### config.mk
export PLATFORM = sky130hd
export DESIGN_NAME = bit_ops_call_return_exec
export DESIGN_NICKNAME = d
export VERILOG_FILES = /design/src/verilog/bit_ops_call_return_pkg.sv /design/src/verilog/bit_ops_call_return_exec.sv
export SDC_FILE = /design/constraint.sdc
export NUM_CORES = 1
export LEC_CHECK = 0
export BUFFER_PORTS_ARGS = -buffer_cell sky130_fd_sc_hd__buf_2
export CORE_MARGIN = 2
export CORE_UTILIZATION = 52
export DETAILED_ROUTE_END_ITERATION = 12
export HOLD_SLACK_MARGIN = 0.08
export PLACE_DENSITY_LB_ADDON = 0.2
export SLEW_MARGIN = 20
export SYNTH_ARGS = -nofsm -noshare
export SYNTH_HDL_FRONTEND = slang
export SYNTH_SLANG_ARGS = --single-unit
### constraint.sdc
create_clock -name aclk -period 4.6 [get_ports aclk]
set_input_delay 0.23 -clock aclk [delete_from_list [all_inputs] [get_ports aclk]]
set_output_delay 0.23 -clock aclk [all_outputs]
set_load 0.02 [all_outputs]
### src/verilog/bit_ops_call_return_pkg.sv
/*
  Constants, types and timing tables for the bit-logic and call/return execution block.
  Assumes a single 100 MHz clock; all counts are in CPU clock cycles.
*/
// Notes on behaviour
// RULE1: Every cycle figure is one CPU clock period; figures assume internal program memory.
// RULE2: Use the fast cycle count for high-speed RAM accesses or no data access.
// RULE3: Use the slow cycle count when the data access hits any other area.
// RULE4: Each read wait from expansion memory adds one cycle to the instruction.
// RULE5: Each write wait to expansion memory adds one cycle to the instruction.
// RULE6: Bit AND to carry: carry becomes carry AND chosen bit; other flags unchanged.
// RULE7: Bit OR to carry: carry becomes carry OR chosen bit, same operand kinds.
// RULE8: Bit XOR to carry: carry becomes carry XOR chosen bit, same operand kinds.
// RULE9: Pointer-pair carry logic: 2 bytes, 6 cycles fast, 7 plus read waits otherwise.
// RULE10: Accumulator form 2 bytes 4 cycles; sfr and status word forms 3 bytes 7 cycles.
// RULE11: Force-one writes 1 to pointer-pair bit; 2 bytes, 6 or 8 plus waits, RMW.
// RULE12: Force-zero writes 0 to pointer-pair bit; 2 bytes, 6 or 8 plus waits.
// RULE13: Call pushes next address high at stack-1, low at stack-2; 3 bytes 7 cycles.
// RULE14: Fixed-area call pushes address plus two, target 00001 and 11 bits; 5 cycles.
// RULE15: Table call pushes address plus one, loads target from table entry pair; 6 cycles.
// RULE16: Break pushes status word then return address, clears interrupt enable, vectors.
// RULE17: Return pops low byte then high byte into counter, stack rises by two; 6 cycles.
// RULE18: Status word bit forms change flags as written; carry ops change only carry.
// RULE19: Expansion memory may insert read and write waits; the core waits for them.
package bit_ops_call_return_pkg;

  // ==========================================================================
  // Operations and operand kinds
  typedef enum logic [3:0] {
    OP_BIT_AND, OP_BIT_OR, OP_BIT_XOR, OP_FORCE_ONE, OP_FORCE_ZERO,
    OP_CARRY_ONE, OP_CARRY_ZERO, OP_CARRY_COMPLEMENT, OP_CALL,
    OP_FIXED_AREA_CALL, OP_TABLE_CALL, OP_SOFTWARE_BREAK, OP_SUBROUTINE_RETURN
  } op_e;

  typedef enum logic [2:0] {
    KIND_SHORT_DIRECT, KIND_SFR, KIND_ACC, KIND_STATUS_WORD, KIND_POINTER_PAIR
  } kind_e;

  // ==========================================================================
  // Register offsets (byte addresses) and fields
  localparam logic [7:0] OFS_CMD     = 8'h00;
  localparam logic [7:0] OFS_OPERAND = 8'h04;
  localparam logic [7:0] OFS_COUNTER = 8'h08;
  localparam logic [7:0] OFS_STACK   = 8'h0C;
  localparam logic [7:0] OFS_STATUS_WORD = 8'h10;
  localparam logic [7:0] OFS_ACC     = 8'h14;
  localparam logic [7:0] OFS_POINTER = 8'h18;
  localparam logic [7:0] OFS_STATE   = 8'h1C;
  localparam int CMD_OP_LSB   = 0;
  localparam int CMD_KIND_LSB = 4;
  localparam int CMD_BIT_LSB  = 8;
  localparam int STATE_BUSY_BIT = 0;
  localparam int STATE_CYC_LSB  = 8;
  localparam int SW_IE_BIT = 7;
  localparam int SW_CY_BIT = 0;

  // ==========================================================================
  // Reset values, fixed addresses and memory areas
  localparam logic [15:0] COUNTER_RST = 16'h0000;
  localparam logic [15:0] STACK_RST   = 16'hFEE0;
  localparam logic [7:0]  SW_RST      = 8'h00;
  localparam logic [15:0] VEC_HIGH_ADDR = 16'h003F;
  localparam logic [15:0] VEC_LOW_ADDR  = 16'h003E;
  localparam logic [4:0]  FIXED_AREA_TOP = 5'h01;
  localparam logic [15:0] HS_RAM_LO = 16'hFB00;
  localparam logic [15:0] HS_RAM_HI = 16'hFEFF;
  localparam logic [1:0]  RESP_OKAY   = 2'h0;
  localparam logic [1:0]  RESP_SLVERR = 2'h2;

  // ==========================================================================
  // Cycle counts
  localparam logic [3:0] CYC_LOG_HS       = 4'h6;
  localparam logic [3:0] CYC_LOG_EXT      = 4'h7;
  localparam logic [3:0] CYC_ACC          = 4'h4;
  localparam logic [3:0] CYC_FRC_SHORT_HS = 4'h4;
  localparam logic [3:0] CYC_FRC_SHORT_EX = 4'h6;
  localparam logic [3:0] CYC_FRC_SFR      = 4'h8;
  localparam logic [3:0] CYC_FRC_SW       = 4'h6;
  localparam logic [3:0] CYC_FRC_PTR_HS   = 4'h6;
  localparam logic [3:0] CYC_FRC_PTR_EX   = 4'h8;
  localparam logic [3:0] CYC_CARRY        = 4'h2;
  localparam logic [3:0] CYC_CALL         = 4'h7;
  localparam logic [3:0] CYC_FIXED_CALL   = 4'h5;
  localparam logic [3:0] CYC_TABLE_CALL   = 4'h6;
  localparam logic [3:0] CYC_BREAK        = 4'h6;
  localparam logic [3:0] CYC_RETURN       = 4'h6;
  localparam logic [3:0] CYC_OTHER        = 4'h1;

  // ==========================================================================
  // Instruction lengths in bytes
  localparam logic [15:0] LEN_1 = 16'h0001;
  localparam logic [15:0] LEN_2 = 16'h0002;
  localparam logic [15:0] LEN_3 = 16'h0003;

endpackage

### src/verilog/bit_ops_call_return_exec.sv
/*
  Execution unit for single-bit carry logic, bit force, call, break and return.
  Software loads core state and commands over AXI4-Lite; data and stack go over a
  same-clock memory port whose ready input inserts wait states.
*/
// Decided for this implementation: the AXI4-Lite interface to the registers and the address map.
`timescale 1ns/1ps
module bit_ops_call_return_exec
  import bit_ops_call_return_pkg::*;
(
  // Clock, reset, enable
  input  wire logic        aclk,
  input  wire logic        aresetn,
  input  wire logic        ce,
  // AXI4-Lite write
  input  wire logic [7:0]  awaddr,
  input  wire logic        awvalid,
  output logic             awready,
  input  wire logic [31:0] wdata,
  input  wire logic [3:0]  wstrb,
  input  wire logic        wvalid,
  output logic             wready,
  output logic [1:0]       bresp,
  output logic             bvalid,
  input  wire logic        bready,
  // AXI4-Lite read
  input  wire logic [7:0]  araddr,
  input  wire logic        arvalid,
  output logic             arready,
  output logic [31:0]      rdata,
  output logic [1:0]       rresp,
  output logic             rvalid,
  input  wire logic        rready,
  // Data memory port
  output logic             mem_req,
  output logic             mem_we,
  output logic [15:0]      mem_addr,
  output logic [7:0]       mem_wdata,
  input  wire logic [7:0]  mem_rdata,
  input  wire logic        mem_rdy,
  // Status
  output logic             exec_busy
);

  // ==========================================================================
  // State
  op_e         op_q;
  kind_e       kind_q;
  logic [2:0]  bit_q;
  logic [15:0] operand_q;
  logic [15:0] program_counter_q;
  logic [15:0] stack_pointer_q;
  logic [7:0]  status_word_q;
  logic [7:0]  acc_q;
  logic [15:0] pointer_pair_q;
  logic        busy_q;
  logic [2:0]  step_q;
  logic [3:0]  cnt_q;
  logic [7:0]  elapsed_q;
  logic [7:0]  last_cyc_q;
  logic [7:0]  cap_q [0:4];
  logic        mem_req_q, mem_we_q;
  logic [15:0] mem_addr_q;
  logic [7:0]  mem_wdata_q;
  logic        awready_q, wready_q, bvalid_q, arready_q, rvalid_q;
  logic        aw_full_q, w_full_q;
  logic [7:0]  aw_addr_q;
  logic [31:0] w_data_q;
  logic [3:0]  w_strb_q;
  logic [1:0]  bresp_q, rresp_q;
  logic [31:0] rdata_q;

  // ==========================================================================
  // Decode and sequencing terms
  logic        stall, completing, fin, launch, wr_fire, mem_kind, hs, src_bit;
  logic [2:0]  idx, nsteps;
  logic [3:0]  base;
  logic [15:0] daddr, ret_addr, ilen;
  logic [7:0]  cap_w [0:4];
  logic [7:0]  mask, mod_byte;
  logic        a_vld, a_we;
  logic [15:0] a_addr;
  logic [7:0]  a_wd;
  logic [31:0] wr_val;
  logic        wr_ok;

  // Memory handshake: a pending access not yet ready is a wait cycle
  assign stall      = mem_req_q && !mem_rdy; // RULE19
  assign completing = mem_req_q && mem_rdy;
  assign idx        = completing ? step_q + 3'h1 : step_q;
  assign mem_kind   = (kind_q != KIND_ACC) && (kind_q != KIND_STATUS_WORD);
  assign daddr      = (kind_q == KIND_POINTER_PAIR) ? pointer_pair_q : operand_q;
  assign mask       = 8'h01 << bit_q;
  assign wr_fire    = aw_full_q && w_full_q && !bvalid_q;
  assign launch     = wr_fire && (aw_addr_q == OFS_CMD) && !busy_q;

  // Read data forwarded in the cycle an access completes
  for (genvar i = 0; i < 5; i++) begin : g_cap
    assign cap_w[i] = (completing && step_q == 3'(i)) ? mem_rdata : cap_q[i];
  end

  assign mod_byte = (op_q == OP_FORCE_ONE) ? (cap_w[0] | mask) : (cap_w[0] & ~mask);

  // Area, base cycle count, access count and length
  always_comb begin
    hs = 1'b1;
    if ((op_q <= OP_FORCE_ZERO) && mem_kind) begin
      hs = (daddr >= HS_RAM_LO) && (daddr <= HS_RAM_HI); // RULE2 RULE3
    end
    base   = CYC_OTHER;
    nsteps = 3'h0;
    ilen   = LEN_1;
    case (op_q)
      OP_BIT_AND, OP_BIT_OR, OP_BIT_XOR: begin
        nsteps = mem_kind ? 3'h1 : 3'h0;
        ilen   = ((kind_q == KIND_ACC) || (kind_q == KIND_POINTER_PAIR)) ? LEN_2 : LEN_3;
        if (kind_q == KIND_ACC) base = CYC_ACC; // RULE10
        else if (kind_q == KIND_SFR || kind_q == KIND_STATUS_WORD) base = CYC_LOG_EXT;
        else base = hs ? CYC_LOG_HS : CYC_LOG_EXT; // RULE9
      end
      OP_FORCE_ONE, OP_FORCE_ZERO: begin
        nsteps = mem_kind ? 3'h2 : 3'h0;
        ilen   = (kind_q == KIND_SFR) ? LEN_3 : LEN_2;
        case (kind_q)
          KIND_SHORT_DIRECT: base = hs ? CYC_FRC_SHORT_HS : CYC_FRC_SHORT_EX;
          KIND_SFR:          base = CYC_FRC_SFR;
          KIND_ACC:          base = CYC_ACC;
          KIND_STATUS_WORD:  base = CYC_FRC_SW;
          default:           base = hs ? CYC_FRC_PTR_HS : CYC_FRC_PTR_EX; // RULE11 RULE12
        endcase
      end
      OP_CARRY_ONE, OP_CARRY_ZERO, OP_CARRY_COMPLEMENT: base = CYC_CARRY;
      OP_CALL:              begin base = CYC_CALL;       nsteps = 3'h2; ilen = LEN_3; end
      OP_FIXED_AREA_CALL:   begin base = CYC_FIXED_CALL; nsteps = 3'h2; ilen = LEN_2; end
      OP_TABLE_CALL:        begin base = CYC_TABLE_CALL; nsteps = 3'h4; end
      OP_SOFTWARE_BREAK:    begin base = CYC_BREAK;      nsteps = 3'h5; end
      OP_SUBROUTINE_RETURN: begin base = CYC_RETURN;     nsteps = 3'h2; end
      default:              base = CYC_OTHER;
    endcase
  end

  assign ret_addr = program_counter_q + ilen;
  // Waits freeze the counter, so they add one cycle each on top of base
  assign fin = busy_q && !stall && (cnt_q >= base - 4'h1) && (idx == nsteps); // RULE1 RULE4 RULE5

  // Memory access for sequence position idx
  always_comb begin
    a_vld  = 1'b0;
    a_we   = 1'b0;
    a_addr = daddr;
    a_wd   = 8'h00;
    case (op_q)
      OP_BIT_AND, OP_BIT_OR, OP_BIT_XOR: a_vld = mem_kind && (idx == 3'h0);
      OP_FORCE_ONE, OP_FORCE_ZERO: begin
        a_vld = mem_kind && (idx <= 3'h1);
        a_we  = (idx == 3'h1);  // RULE11 RULE12
        a_wd  = mod_byte;
      end
      OP_CALL, OP_FIXED_AREA_CALL, OP_TABLE_CALL: begin
        case (idx)
          3'h0: begin a_vld = 1'b1; a_we = 1'b1; a_addr = stack_pointer_q - 16'h0001;
                      a_wd = ret_addr[15:8]; end // RULE13 RULE14 RULE15
          3'h1: begin a_vld = 1'b1; a_we = 1'b1; a_addr = stack_pointer_q - 16'h0002;
                      a_wd = ret_addr[7:0]; end
          3'h2: begin a_vld = (op_q == OP_TABLE_CALL); a_addr = {11'h000, operand_q[4:0]}; end
          3'h3: begin a_vld = (op_q == OP_TABLE_CALL);
                      a_addr = {11'h000, operand_q[4:0]} + 16'h0001; end
          default: a_vld = 1'b0;
        endcase
      end
      OP_SOFTWARE_BREAK: begin
        case (idx)
          3'h0: begin a_vld = 1'b1; a_we = 1'b1; a_addr = stack_pointer_q - 16'h0001;
                      a_wd = status_word_q; end // RULE16
          3'h1: begin a_vld = 1'b1; a_we = 1'b1; a_addr = stack_pointer_q - 16'h0002;
                      a_wd = ret_addr[15:8]; end
          3'h2: begin a_vld = 1'b1; a_we = 1'b1; a_addr = stack_pointer_q - 16'h0003;
                      a_wd = ret_addr[7:0]; end
          3'h3: begin a_vld = 1'b1; a_addr = VEC_HIGH_ADDR; end
          3'h4: begin a_vld = 1'b1; a_addr = VEC_LOW_ADDR; end
          default: a_vld = 1'b0;
        endcase
      end
      OP_SUBROUTINE_RETURN: begin
        a_vld  = (idx <= 3'h1); // RULE17
        a_addr = (idx == 3'h0) ? stack_pointer_q : stack_pointer_q + 16'h0001;
      end
      default: a_vld = 1'b0;
    endcase
  end

  // Chosen operand bit
  always_comb begin
    case (kind_q)
      KIND_ACC:         src_bit = acc_q[bit_q];
      KIND_STATUS_WORD: src_bit = status_word_q[bit_q];
      default:          src_bit = cap_w[0][bit_q];
    endcase
  end

  // ==========================================================================
  // Sequencer
  always_ff @(posedge aclk) begin
    if (!aresetn) begin
      busy_q     <= 1'b0;
      step_q     <= 3'h0;
      cnt_q      <= 4'h0;
      elapsed_q  <= 8'h00;
      last_cyc_q <= 8'h00;
    end else if (ce) begin
      if (launch) begin
        busy_q    <= 1'b1;
        step_q    <= 3'h0;
        cnt_q     <= 4'h0;
        elapsed_q <= 8'h00;
      end else if (busy_q) begin
        elapsed_q <= elapsed_q + 8'h01;
        if (completing) step_q <= step_q + 3'h1;
        if (!stall) cnt_q <= cnt_q + 4'h1;
        if (fin) begin
          busy_q     <= 1'b0;
          last_cyc_q <= elapsed_q + 8'h01;
        end
      end
    end
  end

  // Memory port registers and read capture
  always_ff @(posedge aclk) begin
    if (!aresetn) begin
      mem_req_q   <= 1'b0;
      mem_we_q    <= 1'b0;
      mem_addr_q  <= 16'h0000;
      mem_wdata_q <= 8'h00;
      for (int i = 0; i < 5; i++) cap_q[i] <= 8'h00;
    end else if (ce) begin
      if (completing) cap_q[step_q] <= mem_rdata;
      if (busy_q && !stall) begin
        mem_req_q   <= a_vld;
        mem_we_q    <= a_we;
        mem_addr_q  <= a_addr;
        mem_wdata_q <= a_wd;
      end
    end
  end

  // Command registers
  always_ff @(posedge aclk) begin
    if (!aresetn) begin
      op_q      <= OP_CARRY_ONE;
      kind_q    <= KIND_ACC;
      bit_q     <= 3'h0;
      operand_q <= 16'h0000;
    end else if (ce && wr_fire && !busy_q) begin
      if (aw_addr_q == OFS_CMD) begin
        op_q   <= op_e'(wr_val[CMD_OP_LSB +: 4]);
        kind_q <= kind_e'(wr_val[CMD_KIND_LSB +: 3]);
        bit_q  <= wr_val[CMD_BIT_LSB +: 3];
      end
      if (aw_addr_q == OFS_OPERAND) operand_q <= wr_val[15:0];
    end
  end

  // Core state: software loads when idle, instructions commit at the end
  always_ff @(posedge aclk) begin
    if (!aresetn) begin
      program_counter_q <= COUNTER_RST;
      stack_pointer_q   <= STACK_RST;
      status_word_q     <= SW_RST;
      acc_q             <= 8'h00;
      pointer_pair_q    <= 16'h0000;
    end else if (ce) begin
      if (wr_fire && !busy_q) begin
        if (aw_addr_q == OFS_COUNTER) program_counter_q <= wr_val[15:0];
        if (aw_addr_q == OFS_STACK) stack_pointer_q <= wr_val[15:0];
        if (aw_addr_q == OFS_STATUS_WORD) status_word_q <= wr_val[7:0];
        if (aw_addr_q == OFS_ACC) acc_q <= wr_val[7:0];
        if (aw_addr_q == OFS_POINTER) pointer_pair_q <= wr_val[15:0];
      end
      if (fin) begin
        program_counter_q <= ret_addr;
        case (op_q)
          OP_BIT_AND: status_word_q[SW_CY_BIT] <= status_word_q[SW_CY_BIT] & src_bit; // RULE6
          OP_BIT_OR:  status_word_q[SW_CY_BIT] <= status_word_q[SW_CY_BIT] | src_bit; // RULE7
          OP_BIT_XOR: status_word_q[SW_CY_BIT] <= status_word_q[SW_CY_BIT] ^ src_bit; // RULE8
          OP_FORCE_ONE, OP_FORCE_ZERO: begin
            if (kind_q == KIND_ACC) acc_q[bit_q] <= (op_q == OP_FORCE_ONE);
            if (kind_q == KIND_STATUS_WORD) status_word_q[bit_q] <= (op_q == OP_FORCE_ONE); // RULE18
          end
          OP_CARRY_ONE:        status_word_q[SW_CY_BIT] <= 1'b1; // RULE18
          OP_CARRY_ZERO:       status_word_q[SW_CY_BIT] <= 1'b0;
          OP_CARRY_COMPLEMENT: status_word_q[SW_CY_BIT] <= ~status_word_q[SW_CY_BIT];
          OP_CALL: begin
            program_counter_q <= operand_q; // RULE13
            stack_pointer_q   <= stack_pointer_q - 16'h0002;
          end
          OP_FIXED_AREA_CALL: begin
            program_counter_q <= {FIXED_AREA_TOP, operand_q[10:0]}; // RULE14
            stack_pointer_q   <= stack_pointer_q - 16'h0002;
          end
          OP_TABLE_CALL: begin
            program_counter_q <= {cap_w[3], cap_w[2]}; // RULE15
            stack_pointer_q   <= stack_pointer_q - 16'h0002;
          end
          OP_SOFTWARE_BREAK: begin
            program_counter_q        <= {cap_w[3], cap_w[4]}; // RULE16
            stack_pointer_q          <= stack_pointer_q - 16'h0003;
            status_word_q[SW_IE_BIT] <= 1'b0;
          end
          OP_SUBROUTINE_RETURN: begin
            program_counter_q <= {cap_w[1], cap_w[0]}; // RULE17
            stack_pointer_q   <= stack_pointer_q + 16'h0002;
          end
          default: program_counter_q <= ret_addr;
        endcase
      end
    end
  end

  // ==========================================================================
  // Register read mux and byte-lane merge
  function automatic logic [31:0] reg_value(input logic [7:0] a, output logic ok);
    ok = 1'b1;
    if (a == OFS_CMD) reg_value = {21'h0, bit_q, 1'b0, kind_q, op_q};
    else if (a == OFS_OPERAND) reg_value = {16'h0000, operand_q};
    else if (a == OFS_COUNTER) reg_value = {16'h0000, program_counter_q};
    else if (a == OFS_STACK) reg_value = {16'h0000, stack_pointer_q};
    else if (a == OFS_STATUS_WORD) reg_value = {24'h000000, status_word_q};
    else if (a == OFS_ACC) reg_value = {24'h000000, acc_q};
    else if (a == OFS_POINTER) reg_value = {16'h0000, pointer_pair_q};
    else if (a == OFS_STATE) reg_value = {16'h0000, last_cyc_q, 7'h00, busy_q};
    else begin
      ok = 1'b0;
      reg_value = 32'h00000000;
    end
  endfunction

  always_comb begin
    wr_val = reg_value(aw_addr_q, wr_ok);
    for (int b = 0; b < 4; b++) begin
      if (w_strb_q[b]) wr_val[8*b +: 8] = w_data_q[8*b +: 8];
    end
  end

  // AXI4-Lite write channels: address and data taken in either order
  always_ff @(posedge aclk) begin
    if (!aresetn) begin
      awready_q <= 1'b1;
      wready_q  <= 1'b1;
      aw_full_q <= 1'b0;
      w_full_q  <= 1'b0;
      aw_addr_q <= 8'h00;
      w_data_q  <= 32'h00000000;
      w_strb_q  <= 4'h0;
      bvalid_q  <= 1'b0;
      bresp_q   <= RESP_OKAY;
    end else if (ce) begin
      if (awvalid && awready_q) begin
        aw_addr_q <= {awaddr[7:2], 2'b00};
        aw_full_q <= 1'b1;
        awready_q <= 1'b0;
      end
      if (wvalid && wready_q) begin
        w_data_q <= wdata;
        w_strb_q <= wstrb;
        w_full_q <= 1'b1;
        wready_q <= 1'b0;
      end
      if (wr_fire) begin
        bvalid_q <= 1'b1;
        bresp_q  <= wr_ok ? RESP_OKAY : RESP_SLVERR;
      end
      if (bvalid_q && bready) begin
        bvalid_q  <= 1'b0;
        aw_full_q <= 1'b0;
        w_full_q  <= 1'b0;
        awready_q <= 1'b1;
        wready_q  <= 1'b1;
      end
    end
  end

  // AXI4-Lite read channel
  always_ff @(posedge aclk) begin
    if (!aresetn) begin
      arready_q <= 1'b1;
      rvalid_q  <= 1'b0;
      rdata_q   <= 32'h00000000;
      rresp_q   <= RESP_OKAY;
    end else if (ce) begin
      if (arvalid && arready_q) begin
        logic ok;
        rdata_q   <= reg_value({araddr[7:2], 2'b00}, ok);
        rresp_q   <= ok ? RESP_OKAY : RESP_SLVERR;
        rvalid_q  <= 1'b1;
        arready_q <= 1'b0;
      end else if (rvalid_q && rready) begin
        rvalid_q  <= 1'b0;
        arready_q <= 1'b1;
      end
    end
  end

  // Outputs
  assign awready   = awready_q;
  assign wready    = wready_q;
  assign bvalid    = bvalid_q;
  assign bresp     = bresp_q;
  assign arready   = arready_q;
  assign rvalid    = rvalid_q;
  assign rdata     = rdata_q;
  assign rresp     = rresp_q;
  assign mem_req   = mem_req_q;
  assign mem_we    = mem_we_q;
  assign mem_addr  = mem_addr_q;
  assign mem_wdata = mem_wdata_q;
  assign exec_busy = busy_q;

endmodule

==> impl_metrics.yaml <==
layout:
  final_cell_mix: "253 x nand2_1, 213 x nor2_1, 207 x a21oi_1"
  drive_above_1_share: 0.1502
  area_delta_synth_final_pct: 15.16
  fin_nets: 2384
  n_fill_cell: 2871
  mostFrequentLayoutCell: "nand2_1"
worst_setup_path:
  crit_chain: "nor3b_4, buf_2, mux2_2, nand4_1, buf_6, nand2_1, o31ai_1, a31oi_1, ha_2, xor2_1, ha_1, a211o_1, a31oi_1, nor4b_2, nand4_1, buf_4, nor2_4, buf_4, nor3_1, a2111o_1"
  worstPathRequired_ps: 5060
  r2r_setup_slack_ps: 170
  crit_arrival_ps: 4890
  slowest_stage: "mux2_2"
  cp-start-kind: "flip-flop"
  cp-end-kind: "flip-flop"
  worstPathMaxFanout: 7
  critPathKind: "flip-flop to flip-flop"
  max_stage_delay_ps: 430
floorplan:
  die_w_um: 183.0
  initial_core_util: 0.5280
  dieArea_sq_um: 33490
  io_pins: 137
  fp-row-count: 65
  die_y_um: 183.0
  core_area_sq_um: 31560
routing:
  route.detailed.drc: 0
  routed_via_density: 7.153
  ant_nets: 0
  drt-initial-drc-count: 2838
  wl_per_cell_um: 28.79
  wirelength_mm: 78.14
  num_vias: 19410
  drt-pass1-iter-count: 6
power:
  p_total_mw: 5.180
  p_seq_frac: 0.407
  comb_power_share: 0.118
  switching_share: 0.2772
  p_int_mw: 3.744
  ir_drop_uv: 304.5
  p_leak_nw: 7.238
  p_switching_mw: 1.436
  p_per_area_nw_per_um2: 270.0
  p_clk_frac: 0.475
sta:
  finalCriticalPeriod_ps: 4431
  fin_setup_tns_ps: 0
  tightest_slew_ps: 1178
  finalSetupViolations: 0
  hold_violations: 0
  finClkSkew_ps: 16.04
  drv_slew: 0
  post-route-period-util: 0.9632
  slew_headroom: 0.2119
  fmaxAchievable_mhz: 225.7
min_path:
  hp-class: "primary input to flip-flop"
yosys:
  syn_area_sq_um: 16660
  synthCells: 2204
  synth_edf_count: 40
  synth_cell_types: 90
  synthDominantCellAreaShare: 0.2271
  yosys.area.top_type: "dfxtp_1"
  synth-async-reset-ratio: 0
  ys.warnings.count: 0
  avgSynthCellArea_sq_um: 7.559
  yosys-top-cells-area: "dfxtp_1 23%, edfxtp_1 7.2%, a21oi_1 6.2%"
  ys_ff_latch: 229
  synth_top_flop_cell: "dfxtp_1"
  ys_seq_area_frac: 0.2992
global_routing:
  grt_pass1_wl_mm: 114.1
  first_global_vias: 17800
  grt_overflow: 0
  antenna_found_initial: 0
  grt_usage: 0.4524
  grt_max_degree: 61
clock_network:
  cts_tree: "done"
  htreeDepth: 1
  insertion_delay_ps: 580
  cts-root-buf: "clkbuf_16"
  clock_path_buffers: 3
  clock-sinks: 229
  cts_buffers: 27
  path_clk_slew_ps: 60
place:
  dp_hpwl_mm: 56.50
  place_congestion: 1.047
  port-buffer-count: 96
flow_run:
  cap_viol_max_count: 0
run_status:
  outcome: "complete, no violations"
stage by stage:
step           worst slack [ps]  instance area (sq um)  hold slack (ps)  std cells    util
6_report                  169.1                  19180            112.9       2714  0.6080
2_1_floorplan             76.93                  16720            366.0       2221       -
5_1_grt                  -12.51                  19180            132.7       2713  0.6079
3_3_place_gp              45.56                  17770            439.7       2629  0.5633
4_1_cts                   23.11                  19080            92.96       2710  0.6047
3_5_place_dp             -82.77                  17770            451.5       2629  0.5633
power groups by stage:
stage	combinational [mW]	clock, mW	sequential, mW
after floorplan	0.345	0	2.15
after global placement	0.556	0	2.15
after detailed placement	0.558	0	2.15
after CTS	0.580	2.46	2.11
after global routing	0.640	2.54	2.11
final	0.611	2.46	2.11
logic make-up after synthesis:
group / count (synthesis) / synth area share
compound gates: 716 / 0.2846
xor+xnor: 58 / 0.03049
fa+ha+maj: 25 / 0.01923
buf+inv: 258 / 0.06466
flops: 229 / 0.2992
mux: 104 / 0.06962
other cells: 2 / 0.0004508
simple gates: 812 / 0.2318
sequential cells by signal (all words and copies together), names as in the netlist, 6 cells and up:
signal	count
program_counter_q	16
status_word_q	8
operand_q	16
rdata	16
cap_q	40
acc_q	8
stack_pointer_q	16
pointer_pair_q	16
mem_wdata	8
aw_addr_q	6
last_cyc_q	8
w_data_q	16
mem_addr	16
elapsed_q	8
timing repair:
action	4_1_cts	5_1_grt
setup buffers	1	1
pin swaps	1	7
resized for setup	0	23
hold endpoints to repair	32	0
gates cloned	0	2
hold buffers	30	0
setup endpoints to repair	15	55
worst max-delay path: cells and delay by family, from the launching register on:
kind                     cells  cell delay, ps
AO/OA/AOI/OAI                5             870
XOR/XNOR                     1             160
adder cells (fa/ha/maj)      2             510
buffers and inverters        4             800
flip-flops                   1             330
multiplexers                 1             430
AND/OR/NAND/NOR              7            1190
area by class of cell:
type	instances	area (sq um)	area share
diodes	1	2.502	0.0001304
clock buffers	32	724.4	0.03776
clock inverters	18	274.0	0.01428
inverters	41	156.4	0.008152
multi-input cells	1734	10770	0.5612
flip-flops and latches	229	4987	0.2600
well taps	402	503.0	0.02622
repair buffers	257	1770	0.09228
final timing paths:
check,start,end,cells after the start
worst min-delay path,mem_rdata[7],cap_q[3][7]$_SDFFCE_PN0P_,2
worst max register to register,kind_q[1]$_SDFFE_PN1P_,stack_pointer_q[13]$_SDFFE_PN1P_,20
worst max-delay path,kind_q[1]$_SDFFE_PN1P_,stack_pointer_q[13]$_SDFFE_PN1P_,20
worst min register to register,w_data_q[4]$_SDFFE_PN0P_,w_data_q[4]$_SDFFE_PN0P_,2
routing by layer:
layer,GRT usage,vias up,part of all wire
li1,-,8334,-
met1,0.5968,9134,0.38
met2,0.6723,1586,0.42
met3,0.1046,358,0.13
met4,0.2755,0,0.074
met5,0,-,0
synthesized netlist by cell type, drive strengths merged (10+ instances only):
master    n
nor2b    15
a21oi   207
o211ai   20
a22oi    32
nand2   254
buf      53
nand2b   21
nand3    60
a311oi   11
a21o     12
and2     55
or3      13
nand4    21
a211oi   42
mux2i    81
a22o     14
inv      38
edfxtp   40
nor4     17
dfxtp   189
o21ai   138
nor2    216
a221oi   28
a32oi    18
clkbuf  164
xor2     21
o31ai    12
o221ai   26
xnor2    37
nor3     66
and3     27
o22ai    37
o221a    10
ha       24
mux2     15
a31oi    23
No activity file was read; power rests on OpenSTA's default activity.
